## config.mk

```make
export PLATFORM = sky130hd
export DESIGN_NAME = smrc_top
export DESIGN_NICKNAME = d
export VERILOG_FILES = /design/src/hdl/smrc_pkg.sv /design/src/hdl/smrc_reset_filter.sv /design/src/hdl/smrc_top.sv
export VERILOG_INCLUDE_DIRS = /design/src /design/src/hdl
export SDC_FILE = /design/constraint.sdc
export NUM_CORES = 1
export LEC_CHECK = 0
export ABC_AREA = 1
export BUFFER_PORTS_ARGS = -buffer_cell sky130_fd_sc_hd__clkbuf_2
export CAP_MARGIN = 15
export CORE_MARGIN = 1.5
export CORE_UTILIZATION = 36
export DETAILED_ROUTE_END_ITERATION = 7
export GPL_TIMING_DRIVEN = 0
export HOLD_SLACK_MARGIN = 0.08
export PLACE_DENSITY = 0.77
export SLEW_MARGIN = 40
export SYNTH_ARGS = -nofsm -noshare
export SYNTH_HDL_FRONTEND = slang
export SYNTH_SLANG_ARGS = --single-unit
```

## constraint.sdc

```tcl
create_clock -name clk -period 2 [get_ports clk]
set_input_delay 0.2 -clock clk [delete_from_list [all_inputs] [get_ports clk]]
set_output_delay 0.2 -clock clk [all_outputs]
set_load 0.05 [all_outputs]
```

## src/hdl/smrc_consts.svh

```systemverilog
// Timing counts, encodings and pin positions for the sleep and reset controller
`ifndef SMRC_CONSTS_SVH
`define SMRC_CONSTS_SVH

`define SMRC_CLK_PERIOD_NS 10
`define SMRC_RST_MIN_NS 500
`define SMRC_RST_CYCLES ((`SMRC_RST_MIN_NS + `SMRC_CLK_PERIOD_NS - 1) / `SMRC_CLK_PERIOD_NS)
`define SMRC_RST_CNT_W 7

`define SMRC_MODE_W 3
`define SMRC_MODE_IDLE 3'h0
`define SMRC_MODE_ADC_NR 3'h1
`define SMRC_MODE_PWR_DOWN 3'h2
`define SMRC_MODE_PWR_SAVE 3'h3
`define SMRC_MODE_STANDBY 3'h6
`define SMRC_MODE_EXT_STANDBY 3'h7

`define SMRC_PORT_W 32
`define SMRC_TCK_BIT 18
`define SMRC_TMS_BIT 19
`define SMRC_TDI_BIT 21

`endif

```

## src/hdl/smrc_pkg.sv

```systemverilog
// Types shared by the sleep and reset controller
package smrc_pkg;
    // Clock and oscillator enables handed to the gated domains
    typedef struct packed {
        logic cpu;
        logic io;
        logic adc;
        logic async_tmr;
        logic osc;
    } smrc_gates_t;

    // Sleep sequencer states
    typedef enum logic [1:0] {
        SMRC_RUN,
        SMRC_SLEEP,
        SMRC_WAKE
    } smrc_state_t;
endpackage

```

## src/hdl/smrc_reset_filter.sv

```systemverilog
// Pulse-width filter for the external active-low reset pin
`timescale 1ns/100ps
`include "smrc_consts.svh"
module smrc_reset_filter #(
    parameter int CYCLES = `SMRC_RST_CYCLES,
    parameter int CNT_W = `SMRC_RST_CNT_W
) (
    input wire logic clk,
    input wire logic rst_n,
    input wire logic pin_n,
    output logic reset
);
    logic [CNT_W-1:0] cnt;
    logic [CNT_W-1:0] next_cnt;
    logic next_reset;

    // Count low samples; short glitches restart the count and never reset the chip
    always_comb begin
        next_cnt = cnt;
        next_reset = reset;
        if (pin_n) begin
            next_cnt = '0;
            next_reset = 1'b0;
        end else if (cnt == CNT_W'(CYCLES)) begin
            next_reset = 1'b1;
        end else begin
            next_cnt = cnt + CNT_W'(1);
        end
    end

    always_ff @(posedge clk or negedge rst_n) begin
        if (!rst_n) begin
            cnt <= '0;
            reset <= 1'b0;
        end else begin
            cnt <= next_cnt;
            reset <= next_reset;
        end
    end
endmodule

```

## src/hdl/smrc_top.sv

```systemverilog
// Sleep-mode sequencer, clock gating and reset control for the microcontroller core
// Contract
// - Six software-selected sleep modes: idle, ADC noise, power-down, power-save, standby, extended.
// - Idle stops CPU clock; SRAM, timers, SPI and interrupts keep running.
// - Power-down stops oscillator, keeps registers; only interrupt or reset wakes.
// - Power-save keeps the asynchronous timer counting for a time base.
// - ADC noise mode stops CPU and I/O except async timer and converter.
// - Standby keeps the main oscillator running, everything else asleep.
// - Extended standby keeps main oscillator and asynchronous timer running.
// - Reset pin low over 500 ns resets; shorter pulses are not guaranteed.
// - During reset every port pin is tri-stated, even without a clock.
// - With test port enabled, TDI, TMS, TCK pull-ups stay on through reset.
`timescale 1ns/100ps
`include "smrc_consts.svh"
module smrc_top #(
    parameter int PORT_W = `SMRC_PORT_W,
    parameter int RST_CYCLES = `SMRC_RST_CYCLES
) (
    input wire logic clk,
    input wire logic arst_n,
    input wire logic ext_reset_n,
    input wire logic sleep_enable,
    input wire logic [`SMRC_MODE_W-1:0] sleep_mode,
    input wire logic sleep_req,
    input wire logic wake_irq,
    input wire logic jtag_enable,
    input wire logic [PORT_W-1:0] port_oe_req,
    input wire logic [PORT_W-1:0] port_pullup_req,
    output logic [PORT_W-1:0] port_oe,
    output logic [PORT_W-1:0] port_pullup,
    output smrc_pkg::smrc_gates_t gates,
    output logic cpu_run,
    output logic sleeping,
    output logic [`SMRC_MODE_W-1:0] active_mode,
    output logic core_reset_n
);
    import smrc_pkg::*;

    logic rst_meta;
    logic rst_sync_n;
    logic pin_reset;
    logic in_reset;
    logic mode_ok;
    logic [PORT_W-1:0] jtag_pull_mask;
    smrc_state_t state;
    smrc_state_t next_state;
    logic [`SMRC_MODE_W-1:0] next_active_mode;
    smrc_gates_t next_gates;
    logic next_cpu_run;
    logic drive_cut;

    // Clock enable patterns {cpu, io, adc, async_tmr, osc}, one per state or sleep mode;
    // power-down clears every enable, the sequencer itself keeps running on the free clock
    localparam smrc_gates_t GATES_RUN = '{cpu: 1'b1, io: 1'b1, adc: 1'b1, async_tmr: 1'b1, osc: 1'b1};
    localparam smrc_gates_t GATES_IDLE = '{cpu: 1'b0, io: 1'b1, adc: 1'b1, async_tmr: 1'b1, osc: 1'b1};
    localparam smrc_gates_t GATES_ADC_NR = '{cpu: 1'b0, io: 1'b0, adc: 1'b1, async_tmr: 1'b1, osc: 1'b1};
    localparam smrc_gates_t GATES_PWR_DOWN = '{cpu: 1'b0, io: 1'b0, adc: 1'b0, async_tmr: 1'b0, osc: 1'b0};
    localparam smrc_gates_t GATES_PWR_SAVE = '{cpu: 1'b0, io: 1'b0, adc: 1'b0, async_tmr: 1'b1, osc: 1'b0};
    localparam smrc_gates_t GATES_STANDBY = '{cpu: 1'b0, io: 1'b0, adc: 1'b0, async_tmr: 1'b0, osc: 1'b1};
    localparam smrc_gates_t GATES_EXT_STANDBY = '{cpu: 1'b0, io: 1'b0, adc: 1'b0, async_tmr: 1'b1, osc: 1'b1};

    // Release of the system reset passes through two flops; assertion stays asynchronous
    // A raw release near an edge could free some flops a cycle before others
    always_ff @(posedge clk or negedge arst_n) begin
        if (!arst_n) begin
            rst_meta <= 1'b0;
            rst_sync_n <= 1'b0;
        end else begin
            rst_meta <= 1'b1;
            rst_sync_n <= rst_meta;
        end
    end

    // Width filter on the external reset pin
    // The pin is taken as synchronous to clk, so no synchroniser stands in front
    smrc_reset_filter #(
        .CYCLES(RST_CYCLES),
        .CNT_W(`SMRC_RST_CNT_W)
    ) u_filter (
        .clk(clk),
        .rst_n(rst_sync_n),
        .pin_n(ext_reset_n),
        .reset(pin_reset)
    );

    // Core reset covers both the system reset and a qualified pin reset
    // The filtered path needs a clock; the raw pin term below covers the clockless case
    assign in_reset = pin_reset | ~rst_sync_n;
    assign core_reset_n = ~in_reset;

    // Drivers are cut combinationally from the raw pin and raw reset so no clock is needed;
    // a pin pulse too short to reset still tri-states for its duration, which is harmless.
    assign drive_cut = in_reset | ~ext_reset_n | ~arst_n;
    assign port_oe = drive_cut ? '0 : port_oe_req;

    // Test port pull-ups survive reset; other pull-ups drop with the drivers
    // so an attached debugger still sees defined test pins while the core is held
    always_comb begin
        jtag_pull_mask = '0;
        jtag_pull_mask[`SMRC_TCK_BIT] = jtag_enable;
        jtag_pull_mask[`SMRC_TMS_BIT] = jtag_enable;
        jtag_pull_mask[`SMRC_TDI_BIT] = jtag_enable;
    end
    assign port_pullup = (drive_cut ? '0 : port_pullup_req) | jtag_pull_mask;

    // Only the six defined encodings start a sleep; others are ignored
    // Codes 4 and 5 are reserved and dropped rather than mapped to a guess
    always_comb begin
        case (sleep_mode)
            `SMRC_MODE_IDLE,
            `SMRC_MODE_ADC_NR,
            `SMRC_MODE_PWR_DOWN,
            `SMRC_MODE_PWR_SAVE,
            `SMRC_MODE_STANDBY,
            `SMRC_MODE_EXT_STANDBY: mode_ok = 1'b1;
            default: mode_ok = 1'b0;
        endcase
    end

    // Sequencer: run, sleep in the latched mode, one wake cycle with clocks back before the CPU
    // Sleep entry needs run, enable and a defined code in the same cycle
    // Wake requests count only while asleep; in run or wake they have no effect
    always_comb begin
        next_state = state;
        next_active_mode = active_mode;
        case (state)
            SMRC_RUN: begin
                if (sleep_req && sleep_enable && mode_ok) begin
                    next_state = SMRC_SLEEP;
                    next_active_mode = sleep_mode;
                end
            end
            SMRC_SLEEP: begin
                if (wake_irq) begin
                    next_state = SMRC_WAKE;
                end
            end
            SMRC_WAKE: begin
                next_state = SMRC_RUN;
            end
            default: begin
                next_state = SMRC_RUN;
            end
        endcase
        // A qualified pin reset overrides any transition and drops the latched mode;
        // the gates then come up with the run pattern on the same edge
        if (pin_reset) begin
            next_state = SMRC_RUN;
            next_active_mode = `SMRC_MODE_IDLE;
        end
    end

    // Clock gate pattern for each mode, computed from the next state so gates are registered
    // Enables come from flops so the gated domains never see a glitch on them
    always_comb begin
        next_gates = GATES_RUN;
        next_cpu_run = 1'b0;
        case (next_state)
            SMRC_RUN: begin
                next_cpu_run = 1'b1;
            end
            SMRC_WAKE: begin
                next_cpu_run = 1'b0;
            end
            SMRC_SLEEP: begin
                // Only the latched mode matters; a new select while asleep is ignored
                case (next_active_mode)
                    `SMRC_MODE_IDLE: begin
                        next_gates = GATES_IDLE;
                    end
                    `SMRC_MODE_ADC_NR: begin
                        next_gates = GATES_ADC_NR;
                    end
                    `SMRC_MODE_PWR_DOWN: begin
                        next_gates = GATES_PWR_DOWN;
                    end
                    `SMRC_MODE_PWR_SAVE: begin
                        next_gates = GATES_PWR_SAVE;
                    end
                    `SMRC_MODE_STANDBY: begin
                        next_gates = GATES_STANDBY;
                    end
                    `SMRC_MODE_EXT_STANDBY: begin
                        next_gates = GATES_EXT_STANDBY;
                    end
                    default: begin
                        next_gates = GATES_IDLE; // Reserved codes never latch
                    end
                endcase
            end
            default: begin
                next_cpu_run = 1'b1;
            end
        endcase
    end

    // Sequencer state and latched mode; a system reset returns to run
    always_ff @(posedge clk or negedge rst_sync_n) begin
        if (!rst_sync_n) begin
            state <= SMRC_RUN;
            active_mode <= `SMRC_MODE_IDLE;
        end else begin
            state <= next_state;
            active_mode <= next_active_mode;
        end
    end

    // Clock enables and run flag; reset leaves every clock on, the CPU is held by core_reset_n
    always_ff @(posedge clk or negedge rst_sync_n) begin
        if (!rst_sync_n) begin
            gates <= GATES_RUN;
            cpu_run <= 1'b1;
        end else begin
            gates <= next_gates;
            cpu_run <= next_cpu_run;
        end
    end

    // Sleep indication decoded straight from the state register
    assign sleeping = (state == SMRC_SLEEP);
endmodule

```

* Word level (Yosys, flattened, before mapping) *
Index checks and enable logic that the tools add are counted.

word-level totals
  output and inout bits = 75
  logic and storage cells = 60
  bits in registers = 21
  bits of input ports = 74

operators by class
  muxes and demuxes = 17
  $add $sub $neg = 1
  reduce and logical (&&, ||, !) cells = 7
  equality and inequality tests = 15
  bitwise logic cells = 8

operator list
  cell                                            count
  two-way mux 32 bit                              2
  bitwise OR 32 x 22 -> 32 bit                    1
  case mux 4 bit (5 select lines)                 1
  two-way mux 7 bit                               2
  == test 3 x 2 -> 1 bit (second input constant)  4
  == test 3 bit (second input constant)           4
  two-way mux 3 bit                               3
  adder 7 x 1 -> 7 bit (second input constant)    1
  == test 7 x 6 -> 1 bit (second input constant)  1
  == test 3 x 1 -> 1 bit (second input constant)  2
  two-way mux 2 bit                               3
  OR reduction 6 bit                              1
  two-way mux 5 bit                               1
  == test 2 x 1 -> 1 bit (second input constant)  2
  two-way mux 1 bit                               4
  inverter 1 bit                                  4
  case mux 2 bit (2 select lines)                 1
  zero test 3 bit                                 1
  bitwise OR 1 bit                                3
  == test 2 bit (second input constant)           1
  logical AND 1 bit                               2
  zero test 2 bit                                 1
  != test 2 bit (second input constant)           1
  nonzero test 2 bit                              1
  OR reduction 2 bit                              1

* Longest topological paths before layout *
Gate-level depths: netlist (run 1).

  word-level depth = 10
  mapped depth = 8
  gate-level depth less buffers = 8

* Cells and area by module *
From an unflattened synthesis (run 1), not the netlist that was laid out.

unflattened totals
  cell total of the unflattened synthesis = 245
  area, all modules = 1545.2 um2

modules (own cells, without submodules)
  module             sequential area each (um2)  cells each  area each (um2)  instances
  smrc_top           332.8                       191         1093.5           1
  smrc_reset_filter  200.2                       54          451.7            1

* Worst setup path after synthesis (run 1) *
OpenSTA, ideal clock, no wires.

  path kind = reg-to-output
  from = reg rst_sync_n
  to = out port_pullup[18]
  data required time = 1.800 ns
  cell stages (with the launch flop) = 5
  path buffers = 0
  slack = -0.883 ns
  arrival = 2.683 ns
  cells stage by stage = dfrtp_1 -> inv_1 -> nor2_2 -> nand3_2 -> o21ai_0

on the way
  word-level cells in the longest chain between the ends = 6

RTL lines
  element                        RTL line         text
  from (decl)                    smrc_top.sv:40   logic rst_sync_n;
  from (signal assigned)         smrc_top.sv:70   rst_sync_n <= rst_meta;
  inverter 1 bit                 smrc_top.sv:88   assign in_reset = pin_reset | ~rst_sync_n;
  bitwise OR 1 bit               smrc_top.sv:88
  bitwise OR 1 bit (2 in a row)  smrc_top.sv:93   assign drive_cut = in_reset | ~ext_reset_n | ~arst_n;
  two-way mux 32 bit             smrc_top.sv:104  assign port_pullup = (drive_cut ? '0 : port_pullup_req) | jtag_pull_mask;
  bitwise OR 32 x 22 -> 32 bit   smrc_top.sv:104
  to (decl)                      smrc_top.sv:30   output logic [PORT_W-1:0] port_pullup,

No other way between the ends.

* Final worst setup path (run 1) *
  from = in arst_n
  to = out port_pullup[4]

on the way
  word-level cells in the longest chain between the ends = 4

RTL lines
  element                       RTL line         text
  from (decl)                   smrc_top.sv:20   input wire logic arst_n,
  inverter 1 bit                smrc_top.sv:93
  bitwise OR 1 bit              smrc_top.sv:93
  two-way mux 32 bit            smrc_top.sv:104
  bitwise OR 32 x 22 -> 32 bit  smrc_top.sv:104

No other way between the ends.

==> qor_table.md, run 1 <==
| Stage | Metric | This run |
|---|---|---|
| worst setup path | Crit path buffers/inverters | 4 |
| floorplanning | Floorplan die height | 67.0 um |
| drt | Sum of routed wire length over all layers | 4.18 mm |
| timing | Setup TNS | 0 ns |
| placed design | Post-placement cell area | 2450 sq um |
| drt | Vias post-DR | 1776 |
| worst setup path | Cell seen most often among critical-path stages | clkbuf_2 |
| power | Net switching fraction of the power | 0.386 |
| cells and area | Multi-input combinational cell area | 778 sq um |
| cells and area | Fill cell instance count of the final layout | 351 |
| logic synthesis | Post-synthesis adder-cell area fraction | 0.0254 |
| placed design | I/O Buffers | 148 |
| flow run | Max Cap Violations | 0 |
| timing | Maximum achievable frequency | 529 MHz |
| worst setup path | Required time of the critical path | 1.80 ns |
| worst setup path | Largest fanout on the critical path | 10 |
| floorplanning | Core Region | 3970 sq um |
| logic synthesis | Synth cell count leaders | 83 x inv_1, 67 x nor2_1, 15 x dfrtp_1 |
| timing | # setup viols final | 0 |
| worst setup path | Worst Path Class, Setup | in2out |
| cells and area | Share of final-layout standard cells stronger than drive strength 1 | 0.637 |
| timing | Final period demand of the worst path | 1.89 ns |
| worst setup path | Worst Setup End Kind | primary output |
| drt | DRT Pass-1 Iters | 4 |
| logic synthesis | Proportion of synthesized chip area in sequential cells | 0.361 |
| power | Overall power after layout | 1.22 mW |
| floorplanning | Core Rows | 23 |
| timing | Post-route worst setup slack | 0.109 ns |
| worst setup path | Worst Path Arrival | 1.69 ns |
| logic synthesis | Mapped Cells | 230 |
| global routing | Overall routing resource usage | 0.172 |
| logic synthesis | Number of warnings reported in the yosys synthesis log | 0 |
| cts | Maximum buffer depth of the clock tree | 2 |
| worst setup path | Ordered list of cells on the worst path | dlygate4sd3_1 -> clkbuf_2 -> nand3_4 -> buf_4 -> nor2_2 -> clkbuf_2 |
| cts | Clock transition at the registers of the reported paths | 0.07 ns |
| logic synthesis | Ys async rst share | 1.00 |
| logic synthesis | Syn nets | 307 |
| cts | Clock tree from TritonCTS | built |
| power | Leakage power | 1.69 nW |
| timing | Period utilization | 0.945 |
| logic synthesis | Fraction of the mapped netlist area in simple logic gates | 0.310 |
| cells and area | Synthesis-to-finish area growth | 75.9% |
| cts | Number of H-tree branching levels | 1 |
| drt | Count of antenna-violating nets left after detailed routing | 0 |
| global routing | Largest net degree at the start of global routing | 12 |
| logic synthesis | Area of the mapped netlist | 1480 sq um |
| power | Cell Pwr Density | 469 nW/um^2 |
| logic synthesis | Most frequent cell after synthesis | inv_1 |
| global routing | Via count of the first global-routing pass | 1407 |
| drt | Total DRC errors in the routed layout | 0 |
| worst hold path | Type of the most critical hold path | in2reg |
| cells and area | Nets | 466 |
| logic synthesis | Proportion of synthesized area in mux cells | 0 |
| timing | RSZ-0062 raised after global routing | false |
| global routing | Antenna violations before repair | 0 |
| status | Run status | finished clean |
| global routing | Grt total ovfl | 0 |
| floorplanning | Horizontal extent of the die | 67.0 um |
| power | Sequential fraction of design power | 0.396 |
| power | Clk pwr share | 0.219 |
| cells and area | Diodes inserted | 0 |
| placed design | Dpl cells | 428 |
| logic synthesis | Share of the synthesized area in the top cell type | 0.254 |
| logic synthesis | Post-synthesis xor/xnor area fraction | 0.00593 |
| cts | Clock latency at the later pin of the worst-skew pair | 0.25 ns |
| cells and area | Footprint of the flip-flops and latches | 537 sq um |
| worst setup path | Register-to-Register Setup Slack | 0.47 ns |
| worst setup path | Slowest cell on crit path | dlygate4sd3_1 |
| floorplanning | Floorplan die area | 4490 sq um |
| drt | Count of routing violations after the opening detailed-route iteration | 39 |
| cells and area | Finished Layout Cells | 438 |
| logic synthesis | Synthesized area divided by synthesized cell count | 6.42 sq um |
| logic synthesis | Top cell type by total area after synthesis | dfrtp_1 |
| logic synthesis | Commonest register cell after synthesis | dfrtp_1 |
| cts | TritonCTS Sinks | 21 |
| floorplanning | Starting density of the core | 0.372 |
| power | Power Internal | 0.748 mW |
| worst setup path | Worst stage delay on the critical path | 0.53 ns |
| logic synthesis | Number of enable flip-flop cells after synthesis | 0 |
| timing | Number of max-slew violations in the final report | 0 |
| logic synthesis | Distinct cell type count of the synthesized netlist | 25 |
| cts | TritonCTS buffer count | 3 |
| drt | Mean routed wirelength per cell | 9.53 um |
| timing | Clock Skew | 0.00226 ns |
| placed design | Detailed placer's ending HPWL | 3.54 mm |
| global routing | Wire length of the first global-routing pass | 6.00 mm |
| cts | Master cell of the clock root buffer | clkbuf_8 |
| placed design | Routability Congestion | 0.828 |
| logic synthesis | Fraction of the mapped netlist area in compound gates | 0.0636 |
| cells and area | Final Instance Area | 2600 sq um |
| worst setup path | Startpoint type of the worst setup path | primary input |
| worst setup path | Family of cells with the greatest summed delay on the critical path | buffers and inverters |
| logic synthesis | Main combinational cell family by area after synthesis | simple AND/OR/NAND/NOR gates |
| power | Relative contribution of combinational cells to total power | 0.385 |
| power | Switching power of the nets | 0.469 mW |
| floorplanning | Top Ports | 149 |
| drt | Number of vias per cell after detailed routing | 4.05 |
| timing | Number of hold violations in the final report | 0 |
| logic synthesis | Register bit count reported by yosys | 21 |
| power | Worst VDD drop | 0.000456 V |
| placed design | Place WS | -0.0489 ns |
| logic synthesis | Dominant cells by area after synthesis | dfrtp_1 25%, inv_1 21%, nor2_1 17%, dfstp_2 11%, o21ai_0 2.7% |
==> cell type report <==
class / instances / share of cell area
Buffer: 6 / 0.0173
Tap cell: 50 / 0.0241
Multi-Input combinational cell: 120 / 0.300
Timing Repair Buffer: 154 / 0.315
Clock buffer: 4 / 0.0173
Sequential cell: 21 / 0.207
Inverter: 83 / 0.120
==> repair_timing <==
| item | 4_1_cts | 5_1_grt |
|---|---|---|
| setup endpoints to repair | 64 | 59 |
| endpoints found under the hold margin | 2 | 0 |
| resized for setup | 9 | 61 |
| hold buffers | 1 | 0 |
| setup buffers | 1 | 4 |
==> worst register-to-register path, stage by stage, from the launching register on <==
cell and delay (ns):
dfrtp_1 0.42, inv_1 0.22, nand2_1 0.09, o22ai_1 0.20, ha_1 0.22, inv_1 0.08
nor2_4 0.15, nand2_1 0.08
==> flip-flops by register name (all words and copies together) (netlist names) <==
name and cells:
active_mode 3, cpu_run 1, state 2, gates 5, rst_sync_n 1, u_filter.reset 1
rst_meta 1, u_filter.cnt 7
==> metal layers <==
metal	wire length [um]	vias to the layer above	track usage
li1	-	954	-
met1	1610	741	0.197
met2	2110	75	0.309
met3	401	6	0.0473
met4	51	0	0.0510
met5	0	-	0
==> power by group through the flow <==
stage	Sequential (mW)	Clock, mW	Combinational [mW]
finish	0.483	0.266	0.468
CTS	0.485	0.276	0.463
global placement	0.493	0	0.443
detailed placement	0.495	0	0.449
floorplan	0.538	0	0.267
global route	0.488	0.289	0.510
==> cell usage in the layout (no fill, tap or decap), types with 4 or more instances in the layout <==
cell	synthesis	layout
clkbuf_2	0	97
inv_1	83	83
nor2_2	4	64
buf_2	6	39
dfrtp_1	15	14
clkbuf_4	0	12
buf_4	0	11
nand2_1	10	10
nor2_1	67	6
dfstp_2	6	6
nand3_1	5	5
o21ai_0	8	5
o21ai_2	1	4
==> through the flow <==
stage	util	hold WS, ns
CTS	0.640	0.162
global route	0.654	0.197
detailed placement	0.617	0.0169
global placement	0.617	0.0139
finish	0.654	0.190
floorplan	-	-0.0956
==> cells by family after synthesis <==
logic type | after synthesis
other cells | 1
xor+xnor | 1
buf+inv | 89
fa+ha+maj | 3
flops | 21
compound gates | 15
simple gates | 100
==> worst paths after layout <==
kind                                             from                          end  depth (start not counted)
max                                            arst_n               port_pullup[4]                          6
min                                          wake_irq           state[0]$_DFF_PN0_                          2
max reg2reg                u_filter.reset$_DFFE_PN0P_           gates[1]$_DFF_PN1_                          7
min reg2reg                      rst_sync_n$_DFF_PN0_  u_filter.cnt[1]$_DFFE_PN0P_                          1
max in group asynchronous        rst_sync_n$_DFF_PN0_  u_filter.cnt[2]$_DFFE_PN0P_                          2
min in group asynchronous        rst_sync_n$_DFF_PN0_  u_filter.cnt[1]$_DFFE_PN0P_                          1
Note: power is estimated with default switching activity, not from simulation.
==> run 2: changes to the inputs <==
--- a/config.mk
+++ b/config.mk
@@ -9,6 +9,7 @@
 export ABC_AREA = 1
 export BUFFER_PORTS_ARGS = -buffer_cell sky130_fd_sc_hd__clkbuf_2
 export CAP_MARGIN = 15
+export CORE_ASPECT_RATIO = 1.4
 export CORE_MARGIN = 1.5
 export CORE_UTILIZATION = 36
 export DETAILED_ROUTE_END_ITERATION = 7
==> run 2 against run 1 <==
Against the previous run:
- clock-buffer cell count decreased by 1
- sequential share of layout area is 0.099 points lower
- sequential power hardly changed
- cell count decreased by 2.3%
- final area is 0.48% higher
- clock skew increased by 0.0023 ns
- power grew 1.0%
- non-clock buffer count decreased by 3
- clock power rose by 5%
==> qor_table.md, run 2 (synthesis results as in run 1) <==
| Stage | Metric | This run |
|---|---|---|
| status | Run status | finished clean |
| floorplanning | Floorplan die area | 4500 sq um |
| placed design | Detailed placer's ending HPWL | 3.75 mm |
| drt | Number of vias per cell after detailed routing | 4.25 |
| worst setup path | Startpoint type of the worst setup path | primary input |
| power | Sequential fraction of design power | 0.391 |
| power | Clk pwr share | 0.227 |
| cts | Clock latency at the later pin of the worst-skew pair | 0.27 ns |
| placed design | Place WS | -0.0403 ns |
| cts | TritonCTS Sinks | 21 |
| power | Leakage power | 1.68 nW |
| cts | Master cell of the clock root buffer | clkbuf_8 |
| flow run | Max Cap Violations | 0 |
| timing | Post-route worst setup slack | 0.184 ns |
| cells and area | Synthesis-to-finish area growth | 76.8% |
| global routing | Via count of the first global-routing pass | 1647 |
| worst setup path | Worst Path Arrival | 1.62 ns |
| cells and area | Top library cells by usage in the layout, fill and taps aside | 89 x clkbuf_2, 83 x inv_1, 64 x nor2_2 |
| worst hold path | Hold wc startpoint | ext_reset_n |
| power | Net switching fraction of the power | 0.394 |
| worst setup path | Ordered list of cells on the worst path | dlygate4sd3_1 -> clkbuf_2 -> nand3_4 -> buf_4 -> nor2_2 -> clkbuf_2 |
| global routing | Largest net degree at the start of global routing | 13 |
| cells and area | Share of final-layout standard cells stronger than drive strength 1 | 0.636 |
| cells and area | Registers with the most flip-flops | u_filter.cnt: 7 flops, gates: 5 flops, active_mode: 3 flops |
| cells and area | Leading cell type in the layout, fill and taps excluded | clkbuf_2 |
| worst setup path | Cell seen most often among critical-path stages | clkbuf_2 |
| power | Relative contribution of combinational cells to total power | 0.382 |
| drt | Count of antenna-violating nets left after detailed routing | 0 |
| cells and area | Max reg flops | 7 |
| cells and area | Final Instance Area | 2610 sq um |
| floorplanning | Core Region | 3920 sq um |
| drt | Total DRC errors in the routed layout | 0 |
| placed design | Routability Congestion | 0.795 |
| global routing | Grt total ovfl | 0 |
| timing | # setup viols final | 0 |
| worst setup path | Slowest cell on crit path | dlygate4sd3_1 |
| power | Cell Pwr Density | 471 nW/um^2 |
| worst setup path | Worst stage delay on the critical path | 0.52 ns |
| placed design | I/O Buffers | 148 |
| drt | DRT Pass-1 Iters | 4 |
| worst hold path | Type of the most critical hold path | in2reg |
| global routing | Overall routing resource usage | 0.196 |
| worst setup path | Startpoint of the worst setup timing path | arst_n |
| drt | Mean routed wirelength per cell | 10.2 um |
| power | Switching power of the nets | 0.485 mW |
| cts | Maximum buffer depth of the clock tree | 2 |
| global routing | Wire length of the first global-routing pass | 7.00 mm |
| floorplanning | Horizontal extent of the die | 57.1 um |
| worst setup path | Largest fanout on the critical path | 10 |
| worst setup path | Required time of the critical path | 1.80 ns |
| global routing | Antenna violations before repair | 0 |
| timing | Minimum hold slack | 0.172 ns |
| cts | Clock tree from TritonCTS | built |
| cells and area | Nets | 463 |
| floorplanning | Starting density of the core | 0.377 |
| floorplanning | Core Rows | 27 |
| worst setup path | Origin of the critical flop-to-flop path | u_filter.reset$_DFFE_PN0P_ |
| worst setup path | Worst Path Class, Setup | in2out |
| floorplanning | Floorplan die height | 78.8 um |
| cells and area | Layout Utilization | 0.666 |
| timing | Number of hold violations in the final report | 0 |
| drt | Sum of routed wire length over all layers | 4.35 mm |
| cells and area | Register with the most flip-flops | u_filter.cnt |
| timing | Number of max-slew violations in the final report | 0 |
| cts | Number of H-tree branching levels | 1 |
| timing | Maximum achievable frequency | 551 MHz |
| timing | RSZ-0062 raised after global routing | false |
| cts | TritonCTS buffer count | 3 |
| timing | Clock Skew | 0.00453 ns |
| drt | Count of routing violations after the opening detailed-route iteration | 38 |
| power | Power Internal | 0.746 mW |
| placed design | Post-placement cell area | 2440 sq um |
| cells and area | Diodes inserted | 0 |
| timing | Final period demand of the worst path | 1.82 ns |
| worst setup path | Worst Setup End Kind | primary output |
| timing | Period utilization | 0.908 |
| power | Worst VDD drop | 0.000515 V |
| cts | Clock transition at the registers of the reported paths | 0.08 ns |
| floorplanning | Top Ports | 149 |
| drt | Vias post-DR | 1818 |
## run 2: per-stage QoR
step / power (mW) / setup TNS [ns] / cells
after detailed placement: 0.945 / -0.854 / 421
after floorplan: 0.805 / -6.80 / 230
final: 1.23 / 0 / 428
after CTS: 1.23 / 0 / 427
after global placement: 0.939 / 0 / 421
after global routing: 1.30 / 0 / 428
## run 2: layer usage
layer,GRT usage,share of wire,up-vias
met5,0,0,-
met4,0.0698,0.014,0
met3,0.0717,0.12,5
met2,0.367,0.55,85
met1,0.192,0.32,779
li1,-,-,949
## run 2: critical path, delay by kind of cell
kind,cells,cell delay (ns)
buffers and inverters,4,1.17
AND/OR/NAND/NOR,2,0.24
## run 2: final timing paths
kind,end,slack [ns],depth (start not counted)
worst max-delay path,port_pullup[26],0.18,6
max in group asynchronous,gates[0]$_DFF_PN1_,1.53,1
worst min-delay path,u_filter.cnt[6]$_DFFE_PN0P_,0.17,2
worst max register to register,gates[0]$_DFF_PN1_,0.45,7
worst min register to register,active_mode[1]$_DFF_PN0_,0.26,1
min in group asynchronous,active_mode[1]$_DFF_PN0_,0.26,1
## run 2: power groups by stage
stage	clock [mW]	sequential (mW)	combinational [mW]
5_1_grt	0.304	0.485	0.509
6_report	0.280	0.481	0.469
2_1_floorplan	0	0.538	0.267
3_3_place_gp	0	0.494	0.445
3_5_place_dp	0	0.495	0.450
4_1_cts	0.284	0.484	0.466
## run 2: cell type report
cell class | instances | area (sq um)
flip-flops and latches | 21 | 537
plain buffers | 6 | 45.0
clock inverters | 1 | 5.00
multi-input cells | 120 | 778
clock buffers | 3 | 41.3
inverters | 83 | 312
repair buffers | 151 | 838
well taps | 43 | 53.8
fillers | 358 | 1310
## run 2: what timing repair did
action	in CTS	in global routing
hold buffers	1	0
setup buffers	1	1
gates resized for setup	22	60
endpoints found under the setup margin	64	60
hold endpoints to repair	2	0
==> run 3: changes to the inputs <==
--- a/config.mk
+++ b/config.mk
@@ -15,7 +15,7 @@
 export DETAILED_ROUTE_END_ITERATION = 7
 export GPL_TIMING_DRIVEN = 0
 export HOLD_SLACK_MARGIN = 0.08
-export PLACE_DENSITY = 0.77
+export PLACE_DENSITY = 0.87
 export SLEW_MARGIN = 40
 export SYNTH_ARGS = -nofsm -noshare
 export SYNTH_HDL_FRONTEND = slang
==> run 3 against run 2 <==
Against the previous run:
- flip-flop and latch count is the same
- maximum frequency is 3.5% lower
- global-route usage is 0.49 points higher
- wire length increased by 2.3%
- first-iteration DRC count grew 21%
- final area decreased by 2.1%
- clock skew decreased by 0.0010 ns
- clock power is 2% lower
- worst setup slack worse by 0.065 ns
- utilization decreased by 1.4 points
- non-clock buffer count unchanged
- largest power group unchanged
- highest routed layer unchanged
==> qor_table.md, run 3 (synthesis results as in run 1) <==
| Stage | Metric | This run |
|---|---|---|
| status | Run status | finished clean |
| power | Leakage power | 1.65 nW |
| worst hold path | Hold wc startpoint | ext_reset_n |
| worst setup path | Ordered list of cells on the worst path | dlygate4sd3_1 -> clkbuf_2 -> nand3_4 -> buf_2 -> nor2_2 -> clkbuf_2 |
| placed design | I/O Buffers | 148 |
| cts | TritonCTS buffer count | 3 |
| worst setup path | Cells on worst reg2reg path | 7 |
| power | Worst VDD drop | 0.000471 V |
| floorplanning | Horizontal extent of the die | 57.1 um |
| worst setup path | Cell seen most often among critical-path stages | clkbuf_2 |
| placed design | Dpl cells | 421 |
| worst setup path | Origin of the critical flop-to-flop path | state[1]$_DFF_PN0_ |
| cts | Clock latency at the later pin of the worst-skew pair | 0.26 ns |
| worst setup path | Worst stage delay on the critical path | 0.52 ns |
| cells and area | Registers with the most flip-flops | u_filter.cnt: 7 flops, gates: 5 flops, active_mode: 3 flops |
| cts | TritonCTS Sinks | 21 |
| timing | Post-route worst setup slack | 0.119 ns |
| drt | Number of vias per cell after detailed routing | 4.35 |
| worst setup path | Worst Path Arrival | 1.68 ns |
| cells and area | Leading cell type in the layout, fill and taps excluded | clkbuf_2 |
| drt | Sum of routed wire length over all layers | 4.45 mm |
| cts | Maximum buffer depth of the clock tree | 2 |
| global routing | Wire length of the first global-routing pass | 7.22 mm |
| timing | Setup TNS | 0 ns |
| worst hold path | Hold-critical path depth | 2 |
| cts | Master cell of the clock root buffer | clkbuf_8 |
| worst setup path | Worst Path Class, Setup | in2out |
| worst hold path | Type of the most critical hold path | in2reg |
| cells and area | Multi-input combinational cell area | 778 sq um |
| cells and area | Fill cell instance count of the final layout | 337 |
| cells and area | Synthesis-to-finish area growth | 73.1% |
| floorplanning | Core Region | 3920 sq um |
| cells and area | Share of final-layout standard cells stronger than drive strength 1 | 0.636 |
| timing | Clock Skew | 0.00352 ns |
| worst setup path | Startpoint type of the worst setup path | primary input |
| worst setup path | Family of cells with the greatest summed delay on the critical path | buffers and inverters |
| global routing | Grt total ovfl | 0 |
| global routing | Antenna violations before repair | 0 |
| cts | Clock tree from TritonCTS | built |
| global routing | Via count of the first global-routing pass | 1736 |
| placed design | Routability Congestion | 0.780 |
| placed design | Place WS | -0.105 ns |
| drt | DRT Pass-1 Iters | 4 |
| timing | Period utilization | 0.941 |
| worst setup path | Startpoint of the worst setup timing path | arst_n |
| drt | Vias post-DR | 1863 |
| floorplanning | Core Rows | 27 |
| cells and area | Top library cells by usage in the layout, fill and taps aside | 140 x clkbuf_2, 83 x inv_1, 64 x nor2_2 |
| floorplanning | Starting density of the core | 0.377 |
| placed design | Post-placement cell area | 2440 sq um |
| timing | Final period demand of the worst path | 1.88 ns |
| global routing | Largest net degree at the start of global routing | 13 |
| cells and area | Register with the most flip-flops | u_filter.cnt |
| drt | Total DRC errors in the routed layout | 0 |
| timing | Number of hold violations in the final report | 0 |
| timing | # setup viols final | 0 |
| worst setup path | Crit path buffers/inverters | 4 |
| cells and area | Final Instance Area | 2550 sq um |
| cells and area | Nets | 463 |
| flow run | Max Cap Violations | 0 |
| cts | Number of H-tree branching levels | 1 |
| global routing | Overall routing resource usage | 0.201 |
| floorplanning | Floorplan die height | 78.8 um |
| cells and area | Diodes inserted | 0 |
| cts | Clock transition at the registers of the reported paths | 0.07 ns |
| timing | Maximum achievable frequency | 532 MHz |
| worst setup path | Largest fanout on the critical path | 10 |
| worst setup path | Required time of the critical path | 1.80 ns |
| worst setup path | Worst Setup End Kind | primary output |
| worst setup path | R2r endpoint | gates[0]$_DFF_PN1_ |
| placed design | Detailed placer's ending HPWL | 3.83 mm |
| drt | Count of routing violations after the opening detailed-route iteration | 46 |
| timing | RSZ-0062 raised after global routing | false |
| floorplanning | Floorplan die area | 4500 sq um |
| power | Cell Pwr Density | 480 nW/um^2 |
| floorplanning | Top Ports | 149 |
| timing | Number of max-slew violations in the final report | 0 |
| cells and area | Max reg flops | 7 |
| worst setup path | Register-to-Register Setup Slack | 0.43 ns |
| drt | Count of antenna-violating nets left after detailed routing | 0 |
| cells and area | Footprint of the flip-flops and latches | 537 sq um |
| drt | Mean routed wirelength per cell | 10.4 um |
| worst hold path | End point of the most critical hold path | u_filter.cnt[6]$_DFFE_PN0P_ |
| worst setup path | Slowest cell on crit path | dlygate4sd3_1 |
| cells and area | Finished Layout Cells | 428 |
## run 3: cell types whose count changed in the layout (fill, tap and decap cells not counted)
cell,before,now
clkbuf_4,29,8
buf_4,8,7
clkbuf_2,89,140
buf_2,30,1
## run 3: worst max path at each step
stage                      end  cells past startpoint
2_1_floorplan       port_oe[0]                      5
3_3_place_gp   port_pullup[10]                      6
3_5_place_dp   port_pullup[10]                      6
4_1_cts             port_oe[1]                      6
5_1_grt             port_oe[5]                      6
6_report            port_oe[1]                      6
## run 3: report_power, final
part / internal [mW] / switching [mW] / total (mW) / leakage, nW
registers: 0.459 / 0.0219 / 0.481 / 0.259
clock network: 0.139 / 0.135 / 0.274 / 0.0255
logic: 0.142 / 0.328 / 0.470 / 1.36
total: 0.740 / 0.486 / 1.23 / 1.65
## run 3: final cells by class
cell class,instances,share of cell area
tap,43,0.0211
clock buffer,3,0.0162
timing repair buffer,151,0.308
multi-input combinational,120,0.305
clock inverter,1,0.00196
inverter,83,0.122
sequential,21,0.210
buffer,6,0.0167
## run 3: repair_timing
action / CTS / global route
buffers inserted: 2 / 0
resized for setup: 15 / 0
hold buffers: 1 / 0
hold endpoints to repair: 2 / 0
endpoints found under the setup margin: 64 / 0
## run 3: routing by layer
layer  vias to the layer above  share of wire  GRT usage
li1                        947              -          -
met5                         -              0          0
met1                       810           0.37      0.208
met3                         7          0.090     0.0391
met2                        99           0.53      0.389
met4                         0          0.014     0.0698
## run 3: worst register-to-register path, delay by kind of cell (launching register included)
family / cells / cell delay [ns]
adder cells (fa/ha/maj): 1 / 0.22
buffers and inverters: 1 / 0.09
AO/OA/AOI/OAI: 2 / 0.29
flip-flops: 1 / 0.41
AND/OR/NAND/NOR: 3 / 0.49
## run 3: metrics by stage
step                hold WS, ns  power, mW  utilization
floorplan               -0.0956      0.805            -
global placement        0.00219      0.936        0.623
detailed placement      0.00462      0.949        0.623
CTS                       0.166       1.24        0.652
global route              0.190       1.30        0.652
finish                    0.173       1.23        0.652
